==> src/hdl/irc_pkg.sv <==
package irc_pkg;

    // ==========================================================
    // widths and presets
    localparam int          BYTE_W        = 8;
    localparam int          WORD_W        = 16;
    localparam logic [7:0]  BYTE_PRESET_0 = 8'h00;
    localparam logic [7:0]  BYTE_PRESET_1 = 8'hFF;
    localparam logic [15:0] WORD_PRESET_0 = 16'h0000;
    localparam logic [15:0] WORD_PRESET_1 = 16'hFFFF;

    // ==========================================================
    // status word bit positions
    localparam int ST_FLAG_POS  = 0;
    localparam int ST_EN_POS    = 1;
    localparam int ST_INST_POS  = 2;
    localparam int ST_INST_W    = 3;

    // ==========================================================
    // trigger pulse timing
    localparam int CLK_MHZ       = 200;
    localparam int PULSE_MIN_US  = 2;
    localparam int PULSE_MAX_US  = 12;
    localparam int PULSE_MIN_CYC = PULSE_MIN_US * CLK_MHZ;
    localparam int PULSE_MAX_CYC = PULSE_MAX_US * CLK_MHZ;
    localparam int PULSE_CNT_W   = 12;

    // ==========================================================
    // load strobes travelling together
    typedef struct packed {
        logic word_byte;  // load whole 8-bit register
        logic word_lo;    // load low byte of 16-bit register
        logic word_hi;    // load high byte of 16-bit register
    } irc_load_type;

    // read selects travelling together
    typedef struct packed {
        logic rd_byte;    // drive 8-bit register on bus
        logic rd_word;    // drive 16-bit register on bus
        logic rd_status;  // drive status word on bus
    } irc_read_type;

    typedef enum logic [1:0] {
        IRC_IDLE  = 2'b00,
        IRC_PULSE = 2'b01
    } irc_trig_state_type;

endpackage

==> src/hdl/irc_trigger.sv <==
`timescale 1ns/1ps
`default_nettype none

module irc_trigger (
    input  wire logic                          clk,        // system clock
    input  wire logic                          rst,        // async reset
    input  wire logic                          fire,       // one-cycle fire request
    input  wire logic [irc_pkg::PULSE_CNT_W-1:0] width_cyc, // pulse width in cycles
    input  wire logic                          neg_pol,    // 1 = negative-going
    output logic                               trig_out    // registered trigger pin
);

    // ==========================================================
    // one-shot state
    irc_pkg::irc_trig_state_type state_q;
    logic [irc_pkg::PULSE_CNT_W-1:0] cnt_q;

    // single pulse; refires ignored while active
    always_ff @(posedge clk or posedge rst) begin
        if (rst) begin
            state_q <= irc_pkg::IRC_IDLE;
            cnt_q   <= '0;
        end else begin
            case (state_q)
                irc_pkg::IRC_IDLE: begin
                    if (fire) begin
                        state_q <= irc_pkg::IRC_PULSE;
                        cnt_q   <= width_cyc - 1'b1;
                    end
                end
                irc_pkg::IRC_PULSE: begin
                    if (cnt_q == '0) begin
                        state_q <= irc_pkg::IRC_IDLE;
                    end else begin
                        cnt_q <= cnt_q - 1'b1;
                    end
                end
                default: begin
                    state_q <= irc_pkg::IRC_IDLE;
                    cnt_q   <= '0;
                end
            endcase
        end
    end

    // polarity applied at the output flop
    always_ff @(posedge clk or posedge rst) begin
        if (rst) begin
            trig_out <= 1'b0;
        end else begin
            trig_out <= neg_pol ^ ((state_q == irc_pkg::IRC_IDLE) ? fire
                        : (cnt_q != '0));
        end
    end

endmodule

`default_nettype wire

==> src/hdl/irc_port.sv <==
// How it works
// - two output registers, 8 and 16 bits, load straight from the bus data lines.
// - a load strobe from the address selector captures bus data into its register.
// - the 8-bit register and each byte of the 16-bit register have their own strobe.
// - every register bit drives the instrument cable continuously.
// - the interrupt flag sets on the instrument ready edge, polarity chosen by a setting.
// - software sets the interrupt enable flag; both flags go out to interrupt control.
// - any register load strobe clears the interrupt flag unless a ready edge sets it in the same cycle.
// - reset always clears the interrupt flag and the interrupt enable flag.
// - a read select drives the register contents onto the bus data lines.
// - reset presets all register bits to zero, or to one when the preset setting is high.
// - a status read returns both flags and the instrument status inputs.
// - a selector command fires one trigger pulse of 2 to 12 us.
// - a setting picks a positive or negative going trigger pulse.
`timescale 1ns/1ps
`default_nettype none

module irc_port (
    input  wire logic                          clk,          // system clock
    input  wire logic                          rst,          // async reset, power-up
    input  wire logic [15:0]                   bus_din,      // host bus data in
    input  wire irc_pkg::irc_load_type         load,         // load strobes
    input  wire irc_pkg::irc_read_type         rsel,         // read selects
    input  wire logic                          int_en_set,   // set interrupt enable
    input  wire logic                          int_en_clr,   // clear interrupt enable
    input  wire logic                          fire,         // trigger command strobe
    input  wire logic                          preset_ones,  // reset preset select
    input  wire logic                          edge_fall,    // 1 = falling edge sets flag
    input  wire logic                          trig_neg,     // 1 = negative trigger
    input  wire logic [irc_pkg::PULSE_CNT_W-1:0] trig_width, // pulse width in cycles
    input  wire logic                          inst_ready,   // async ready from instrument
    input  wire logic [2:0]                    inst_status,  // overflow, remote, latch
    output logic [7:0]                         cable_byte,   // 8-bit register to cable
    output logic [15:0]                        cable_word,   // 16-bit register to cable
    output logic [15:0]                        bus_dout,     // read data to bus
    output logic                               bus_doe,      // bus drivers enabled
    output logic                               int_flag,     // interrupt flag
    output logic                               int_enable,   // interrupt enable flag
    output logic                               trig_out      // trigger pulse pin
);

    // ==========================================================
    // registers
    logic [7:0]  byte_q;
    logic [15:0] word_q;
    logic        first_q;
    logic        any_load;

    assign any_load = load.word_byte | load.word_lo | load.word_hi;

    // marks the first edge after release; the preset strap is applied there
    always_ff @(posedge clk or posedge rst) begin
        if (rst) begin
            first_q <= 1'b1;
        end else begin
            first_q <= 1'b0;
        end
    end

    // byte register loads and preset
    always_ff @(posedge clk or posedge rst) begin
        if (rst) begin
            byte_q <= irc_pkg::BYTE_PRESET_0;
        end else if (first_q) begin
            byte_q <= preset_ones ? irc_pkg::BYTE_PRESET_1
                                  : irc_pkg::BYTE_PRESET_0;
        end else if (load.word_byte) begin
            byte_q <= bus_din[7:0];
        end
    end

    // word register, one load lane per byte
    genvar g;
    generate
        for (g = 0; g < 2; g++) begin : g_lane
            logic lane_ld;
            assign lane_ld = (g == 0) ? load.word_lo : load.word_hi;
            always_ff @(posedge clk or posedge rst) begin
                if (rst) begin
                    word_q[g*8 +: 8] <= irc_pkg::WORD_PRESET_0[g*8 +: 8];
                end else if (first_q) begin
                    word_q[g*8 +: 8] <= preset_ones ? irc_pkg::WORD_PRESET_1[g*8 +: 8]
                                                    : irc_pkg::WORD_PRESET_0[g*8 +: 8];
                end else if (lane_ld) begin
                    word_q[g*8 +: 8] <= bus_din[g*8 +: 8];
                end
            end
        end
    endgenerate

    // cable copy of the byte register
    always_ff @(posedge clk or posedge rst) begin
        if (rst) begin
            cable_byte <= irc_pkg::BYTE_PRESET_0;
        end else begin
            cable_byte <= byte_q;
        end
    end

    // cable copy of the word register
    always_ff @(posedge clk or posedge rst) begin
        if (rst) begin
            cable_word <= irc_pkg::WORD_PRESET_0;
        end else begin
            cable_word <= word_q;
        end
    end

    // ==========================================================
    // ready synchroniser and edge detect
    logic sync1_q;
    logic sync2_q;
    logic sync3_q;
    logic ready_edge;

    // two-flop synchroniser for the asynchronous ready line
    always_ff @(posedge clk or posedge rst) begin
        if (rst) begin
            sync1_q <= 1'b0;
            sync2_q <= 1'b0;
        end else begin
            sync1_q <= inst_ready;
            sync2_q <= sync1_q;
        end
    end

    // history flop for edge detect, idles low like the line
    always_ff @(posedge clk or posedge rst) begin
        if (rst) begin
            sync3_q <= 1'b0;
        end else begin
            sync3_q <= sync2_q;
        end
    end

    assign ready_edge = edge_fall ? (sync3_q & ~sync2_q)
                                  : (~sync3_q & sync2_q);

    // interrupt flag: edge set wins over load clear
    always_ff @(posedge clk or posedge rst) begin
        if (rst) begin
            int_flag <= 1'b0;
        end else if (ready_edge) begin
            int_flag <= 1'b1;
        end else if (any_load) begin
            int_flag <= 1'b0;
        end
    end

    // interrupt enable, set under program control
    always_ff @(posedge clk or posedge rst) begin
        if (rst) begin
            int_enable <= 1'b0;
        end else if (int_en_set) begin
            int_enable <= 1'b1;
        end else if (int_en_clr) begin
            int_enable <= 1'b0;
        end
    end

    // ==========================================================
    // readback and status gates, wired-or of selected sources
    logic [15:0] rd_mux;

    always_comb begin
        rd_mux = 16'h0000;
        if (rsel.rd_byte) begin
            rd_mux = rd_mux | {8'h00, byte_q};
        end
        if (rsel.rd_word) begin
            rd_mux = rd_mux | word_q;
        end
        if (rsel.rd_status) begin
            rd_mux[irc_pkg::ST_FLAG_POS] = rd_mux[irc_pkg::ST_FLAG_POS] | int_flag;
            rd_mux[irc_pkg::ST_EN_POS]   = rd_mux[irc_pkg::ST_EN_POS] | int_enable;
            rd_mux[irc_pkg::ST_INST_POS +: irc_pkg::ST_INST_W] =
                rd_mux[irc_pkg::ST_INST_POS +: irc_pkg::ST_INST_W] | inst_status;
        end
    end

    // registered read data, zero when nothing is selected
    always_ff @(posedge clk or posedge rst) begin
        if (rst) begin
            bus_dout <= 16'h0000;
        end else begin
            bus_dout <= rd_mux;
        end
    end

    // bus driver enable, high while any select is held
    always_ff @(posedge clk or posedge rst) begin
        if (rst) begin
            bus_doe <= 1'b0;
        end else begin
            bus_doe <= rsel.rd_byte | rsel.rd_word | rsel.rd_status;
        end
    end

    // ==========================================================
    // trigger one-shot, width held inside the legal window
    logic [irc_pkg::PULSE_CNT_W-1:0] width_lim;

    always_comb begin
        width_lim = trig_width;
        if (trig_width < irc_pkg::PULSE_CNT_W'(irc_pkg::PULSE_MIN_CYC)) begin
            width_lim = irc_pkg::PULSE_CNT_W'(irc_pkg::PULSE_MIN_CYC);
        end else if (trig_width > irc_pkg::PULSE_CNT_W'(irc_pkg::PULSE_MAX_CYC)) begin
            width_lim = irc_pkg::PULSE_CNT_W'(irc_pkg::PULSE_MAX_CYC);
        end
    end

    irc_trigger u_trig (
        .clk       (clk),
        .rst       (rst),
        .fire      (fire),
        .width_cyc (width_lim),
        .neg_pol   (trig_neg),
        .trig_out  (trig_out)
    );

endmodule

`default_nettype wire

==> config.mk <==
export PLATFORM = sky130hd
export DESIGN_NAME = irc_port
export DESIGN_NICKNAME = d
export VERILOG_FILES = /design/src/hdl/irc_pkg.sv /design/src/hdl/irc_trigger.sv /design/src/hdl/irc_port.sv
export SDC_FILE = /design/constraint.sdc
export NUM_CORES = 1
export LEC_CHECK = 0
export CORE_MARGIN = 5
export CORE_UTILIZATION = 65
export CTS_BUF_LIST = sky130_fd_sc_hd__clkbuf_4 sky130_fd_sc_hd__clkbuf_8
export DETAILED_ROUTE_END_ITERATION = 8
export DONT_BUFFER_PORTS = 1
export PLACE_DENSITY = 0.82
export SYNTH_ARGS = -nofsm -noshare
export SYNTH_HDL_FRONTEND = slang
export SYNTH_SLANG_ARGS = --single-unit
==> constraint.sdc <==
create_clock -name clk -period 6.6 [get_ports clk]
set_input_delay 0.33 -clock clk [delete_from_list [all_inputs] [get_ports clk]]
set_output_delay 0.33 -clock clk [all_outputs]
set_load 0.02 [all_outputs]
==> results_dict.tcl, run 1 <==
set metrics [dict create \
    max_capacitance_violation_total 0 \
    yosysMostFrequentCell "dfrtp_1" \
    status "completed" \
    route.antenna.remaining_nets 0 \
    synth.yosys.seq_area_share 0.5702 \
    post_synth_fa_ha_maj_area_fraction 0.006034 \
    report.final.slew_viol_count 0 \
    min-delay-path-class "in -> reg" \
    synth_largest_type_area_fraction 0.5632 \
    die_w_um 85.78 \
    first_global_vias 2586 \
    max_slew_margin 0.3411 \
    worst_setup_hold_path_clk_slew_ns 0.09 \
    drc_errors 0 \
    synth_fp_nets 389 \
    clock_latency_ns 0.35 \
    top_level_ports 90 \
    die-area_um2 7357 \
    num_rows 27 \
    finalNetCount 387 \
    syn-mean-instance-area_um2 10.91 \
    worst_ep_required_time_ns 6.89 \
    fillcell_total 402 \
    cp-end-kind "register" \
    initial_utilization 0.6737 \
    cellPowerDensity_nw_per_um2 303.0 \
    worstPathMaxFanout 30 \
    detail_route.wirelength.met1_um 3320 \
    initialDrtViolationCount 303 \
    io_buffer_count 0 \
    async_set_or_reset_register_ratio_after_synthesis 1.000 \
    grt_max_degree 81 \
    maxUsedRoutingLayer "met4" \
    synth-simple-area-share 0.1907 \
    cts.sinks 85 \
    fp.coreArea_um2 5540 \
    fmax_mhz 313.7 \
    global_route_wire_length_before_repair_um 13260 \
    diodes 0 \
    clock_tree.htree_level_count 3 \
    synth-xor-area-share 0.009387 \
    gr-usage-all-layers 0.2315 \
    finalClockSkew_ns 0.005346 \
    die_height_um 85.78 \
    yosys_register_bits 85 \
    place_ws_ns 3.522 \
    synth_enable_flop_cells 0 \
    syn2layout_area_growth_pct 6.537 \
    mappedNetlistArea_um2 3732 \
    cts_made_buffers 9 \
    gp_congestion 0.9314 \
    route.detailed.wl_per_inst_um 19.52 \
    detail_route.wirelength_um 8139 \
    post-route-period-util 0.4829 \
    wl_met3_um 925 \
    power.leakage_nw 1.591 \
    dominant_combinational_cell_family_by_area_after_synthesis "simple AND/OR/NAND/NOR gates" \
    cp.arrival_ns 3.48 \
    vdd_ir_drop_max_uv 205.0 \
    report.final.hold_viol_count 0 \
    setup_slack_ns 3.413 \
    max-clock-path-buffers 2 \
    startpoint_type "register" \
    number_of_instances_in_the_synthesized_netlist 342 \
    cts_tree "built" \
    initial_antenna_violation_count 0 \
    yosys_warnings 0 \
    route.detailed.vias_per_inst 6.432 \
    final-setup-viol-count 0 \
    dr_wl_met2_um 3806 \
    total_power_mw 1.205 \
    max_slew.worst_pin.slew_ns 0.9839 \
    globalRouteOverflowTotal 0 \
    synth-compound-area-share 0.1861 \
    half_perimeter_wire_length_after_placement_um 5555 \
    synth_top_cells_by_area "dfrtp_1, a211oi_1, nor2b_1" \
    cts-root-buf "clkbuf_8" \
    worstSetupPathType "reg -> reg" \
    num_vias 2682 \
    synthDominantAreaCellType "dfrtp_1" \
    final_setup_tns_ns 0 \
    rsz0062_at_grt "no" \
    synth.top_cells.by_count "dfrtp_1, nor2_1, a211oi_1, nor2b_1, nand2_1" \
    first_pass_iteration_count_of_the_detailed_router 5 \
    drive_gt1_frac 0.08986 \
    post_synth_mux_area_share 0.005699 \
    fin_crit_ns 3.187 \
    most_used_flip_flop_cell_after_synthesis "dfrtp_1" \
    post_cts_resized 0 \
    synth_cell_types 65 \
]
state kept, by name (all words and copies together), names as in the netlist:
name and count:
byte_q 8, bus_doe 1, u_trig.state_q 1, cable_word 16, sync3_q 1, cable_byte 8
int_flag 1, sync1_q 1, int_enable 1, bus_dout 16, u_trig.trig_out 1, word_q 16
u_trig.cnt_q 12, sync2_q 1, first_q 1
final timing paths:
check                                  startpoint         endpoint  slack (ns)  cells past startpoint
worst max-delay path            u_trig.state_q[0]  u_trig.cnt_q[8]        3.41                      9
max in group asynchronous                     rst  u_trig.cnt_q[0]        5.13                      3
worst min-delay path                     trig_neg  u_trig.trig_out        0.06                      1
min in group asynchronous                     rst  u_trig.cnt_q[8]        0.31                      2
worst min register to register            sync1_q          sync2_q        0.37                      0
worst max register to register  u_trig.state_q[0]  u_trig.cnt_q[8]        3.41                      9
final cells by class:
class / instances / area [um2] / share of cell area
sequential: 85 / 2128 / 0.5352
clock buffer: 10 / 137.6 / 0.03461
timing repair buffer: 4 / 35.03 / 0.008811
tap: 72 / 90.09 / 0.02266
clock inverter: 6 / 51.30 / 0.01290
inverter: 11 / 42.54 / 0.01070
multi-input combinational: 229 / 1491 / 0.3751
stage by stage:
step | hold WS, ns | area, um2 | util | std cells
finish | 0.06091 | 3976 | 0.7177 | 417
global route | 0.03989 | 3976 | 0.7177 | 417
CTS | 0.04159 | 3976 | 0.7177 | 417
detailed placement | 0.09202 | 3767 | 0.6800 | 399
global placement | 0.08353 | 3767 | 0.6800 | 399
floorplan | 0.3312 | 3732 | - | 342
layer usage:
metal  vias to the layer above  GRT usage
met5                         -          0
met4                         0    0.07050
met3                         8    0.09510
met2                       146     0.3496
met1                      1292     0.3090
li1                       1236          -
cells in the final DEF (no fill, tap or decap), types with 2 or more instances in the layout:
master / instances
xnor2_1: 2
nand4_1: 3
nor3_2: 2
nand2b_1: 5
nand3_1: 4
nor2b_1: 25
clkinvlp_4: 3
inv_6: 2
a21o_1: 3
buf_4: 2
nand2_1: 14
nor3_1: 10
dlygate4sd3_1: 2
o41ai_1: 2
or2_1: 2
inv_1: 9
and2_1: 9
clkbuf_8: 10
a222oi_1: 5
a22o_1: 3
o21ai_1: 6
o21ai_0: 8
a22oi_1: 5
or3_1: 2
o211ai_1: 3
nor4_1: 2
and4_1: 2
or4_1: 2
o31ai_1: 2
dfrtp_1: 84
xor2_1: 2
a211o_1: 2
a21oi_1: 9
nor2_1: 37
a211oi_1: 28
report_power, final:
| part | total, mW | internal (mW) | switching (mW) |
|---|---|---|---|
| Clock | 0.350 | 0.152 | 0.198 |
| Sequential | 0.668 | 0.584 | 0.0835 |
| Combinational | 0.187 | 0.0866 | 0.100 |
| Total | 1.21 | 0.823 | 0.382 |
kinds of logic (layout without fill, tap and decap cells):
family	count (synthesis)	after routing
AOI/OAI and AO/OA	91	91
xor gates and xnor gates	4	4
adders and majority gates	2	2
buffers and inverters	28	31
DFF	85	85
muxes	2	2
other	1	1
and+or+nand+nor	129	129
worst max-delay path, cell delays in order (launching register included):
cell	delay, ns
dfrtp_1	0.93
nand3b_1	0.26
o22a_4	0.21
a21oi_1	0.14
a22oi_1	0.24
ha_1	0.22
a21boi_0	0.28
o21ai_1	0.22
or4_1	0.53
nand3_1	0.09
timing repair:
action	in CTS	in global routing
buffers inserted	0	0
hold buffers	2	0
hold endpoints to repair	6	0
(Power assumes the default switching activity.)
==> run 2, diff against run 1 <==
==> constraint.sdc (replaced) <==
create_clock -name clk -period 3.14 [get_ports clk]
set_input_delay 0.157 -clock clk [delete_from_list [all_inputs] [get_ports clk]]
set_output_delay 0.157 -clock clk [all_outputs]
set_load 0.02 [all_outputs]
==> run 2 against run 1 <==
Compared with the run above:
- first-iteration DRC count is 12% lower
- die area stayed put
- worst setup slack worse by 2.9 ns
- routed wire length is 21% higher
- sequential cell count stayed put
- core utilization is 8.6 points higher
- sequential share of layout area is 5.7 points lower
- worst hold slack worse by 0.036 ns
- largest power group unchanged
==> results_dict.tcl, run 2 (synthesis gave the netlist of run 1 again) <==
set metrics [dict create \
    max_slew.worst_pin.slew_ns 0.5775 \
    place_ws_ns 0.6077 \
    gp_congestion 0.9579 \
    syn2layout_area_growth_pct 19.28 \
    post-route-util 0.8035 \
    clock_latency_ns 0.35 \
    post_cts_resized 0 \
    report.final.slew_viol_count 0 \
    die_w_um 85.78 \
    route.antenna.remaining_nets 0 \
    max_slew_margin 0.6137 \
    worst_path_largest_cell_delay_ns 0.54 \
    report.final.hold_viol_count 0 \
    cts.sinks 85 \
    worst_hold_start "trig_width[3]" \
    cts_tree "built" \
    cts-root-buf "clkbuf_8" \
    fp.coreArea_um2 5540 \
    top_level_ports 90 \
    status "completed" \
    clock_tree.htree_level_count 3 \
    diodes 0 \
    vdd_ir_drop_max_uv 511.7 \
    rsz0062_at_grt "no" \
    cells_along_the_critical_path "buf_4, o22a_4, a21oi_1, a22oi_1, ha_1, a21boi_0, o21ai_1, or4_1, nand3_1" \
    path_buf_inv 1 \
    finalNetCount 433 \
    max-clock-path-buffers 2 \
    global_route_wire_length_before_repair_um 16020 \
    fin_crit_ns 2.608 \
    worstPathMaxFanout 29 \
    worstSetupPathType "reg -> reg" \
    max_capacitance_violation_total 0 \
    power.leakage_nw 1.821 \
    first_global_vias 3011 \
    setup_slack_ns 0.5320 \
    total_power_mw 2.684 \
    worst_setup_hold_path_clk_slew_ns 0.08 \
    crit_family "compound AO/OA/AOI/OAI gates" \
    finalClockSkew_ns 0.01134 \
    worst_hold_path.num_cells 2 \
    cellPowerDensity_nw_per_um2 603.0 \
    cts_made_buffers 9 \
    detail_route.wirelength_um 9881 \
    leading_cell_type_in_the_layout_fill_and_taps_excluded "dfrtp_1" \
    final-setup-viol-count 0 \
    cp-end-kind "register" \
    route.detailed.wl_per_inst_um 21.34 \
    io_buffer_count 0 \
    r2r_slack_ns 0.53 \
    reg2reg_depth 9 \
    num_vias 2949 \
    leading_cell_types_in_the_layout_fill_and_taps_excluded "dfrtp_1, dlygate4sd3_1, nor2_1" \
    globalRouteOverflowTotal 0 \
    critical_path.reg2reg.endpoint "u_trig.cnt_q[6]" \
    layout_top_registers "bus_dout (16), cable_word (16), word_q (16)" \
    cp.arrival_ns 2.89 \
    drc_errors 0 \
    die_height_um 85.78 \
    route.detailed.vias_per_inst 6.369 \
    worst_ep_required_time_ns 3.42 \
    first_pass_iteration_count_of_the_detailed_router 5 \
    gr-usage-all-layers 0.2855 \
    initialDrtViolationCount 267 \
    worstReg2RegStart "u_trig.state_q[0]" \
    initial_antenna_violation_count 0 \
    die-area_um2 7357 \
    startpoint_type "register" \
    drive_gt1_frac 0.08696 \
    whs_endpoint "u_trig.cnt_q[3]" \
    final_setup_tns_ns 0 \
    post-route-period-util 0.8306 \
    num_rows 27 \
    grt_max_degree 31 \
    cpMaxStageDelayCell "or4_1" \
    min-delay-path-class "in -> reg" \
    initial_utilization 0.6737 \
    half_perimeter_wire_length_after_placement_um 5774 \
    fmax_mhz 383.4 \
]
run 2: area by class of cell:
| type | count | area (um2) |
|---|---|---|
| Fill cell | 320 | 1089 |
| Clock inverter | 5 | 66.31 |
| Sequential cell | 85 | 2128 |
| Clock buffer | 11 | 145.1 |
| Tap cell | 72 | 90.09 |
| Timing Repair Buffer | 50 | 488.0 |
| Multi-Input combinational cell | 229 | 1491 |
| Inverter | 11 | 42.54 |
run 2: report_power, final:
part / internal, mW / switching, mW / leakage, nW
Combinational: 0.227 / 0.238 / 0.736
Sequential: 1.23 / 0.181 / 0.979
Clock: 0.408 / 0.402 / 0.105
run 2: worst max-delay path by stage:
| stage | from | endpoint | slack, ns | cells past startpoint |
|---|---|---|---|---|
| global route | u_trig.state_q[0] | u_trig.cnt_q[6] | 0.38 | 9 |
| finish | u_trig.state_q[0] | u_trig.cnt_q[6] | 0.53 | 9 |
| global placement | u_trig.state_q[0] | u_trig.cnt_q[8] | 0.71 | 9 |
| CTS | u_trig.state_q[0] | u_trig.cnt_q[6] | 0.57 | 9 |
| floorplan | rst | bus_doe | 0.79 | 1 |
| detailed placement | u_trig.state_q[0] | u_trig.cnt_q[8] | 0.61 | 9 |
run 2: routing by layer:
metal / track usage / share of wire / up-vias / wire [um]
li1: - / - / 1322 / -
met1: 0.3651 / 0.40 / 1444 / 3926
met2: 0.4753 / 0.50 / 170 / 4914
met3: 0.09510 / 0.090 / 13 / 893
met4: 0.06475 / 0.015 / 0 / 146
met5: 0 / 0 / - / 0
run 2: through the flow:
step	cells	hold slack, ns	instance area (um2)
detailed placement	402	0.04869	3790
finish	463	0.02513	4452
CTS	463	0.0003455	4452
global placement	402	0.04761	3790
floorplan	342	0.1884	3732
global route	463	0.04727	4452
run 2: repair_timing:
action / CTS / global route
setup buffers: 0 / 0
endpoints found under the hold margin: 70 / 0
hold buffers: 45 / 0
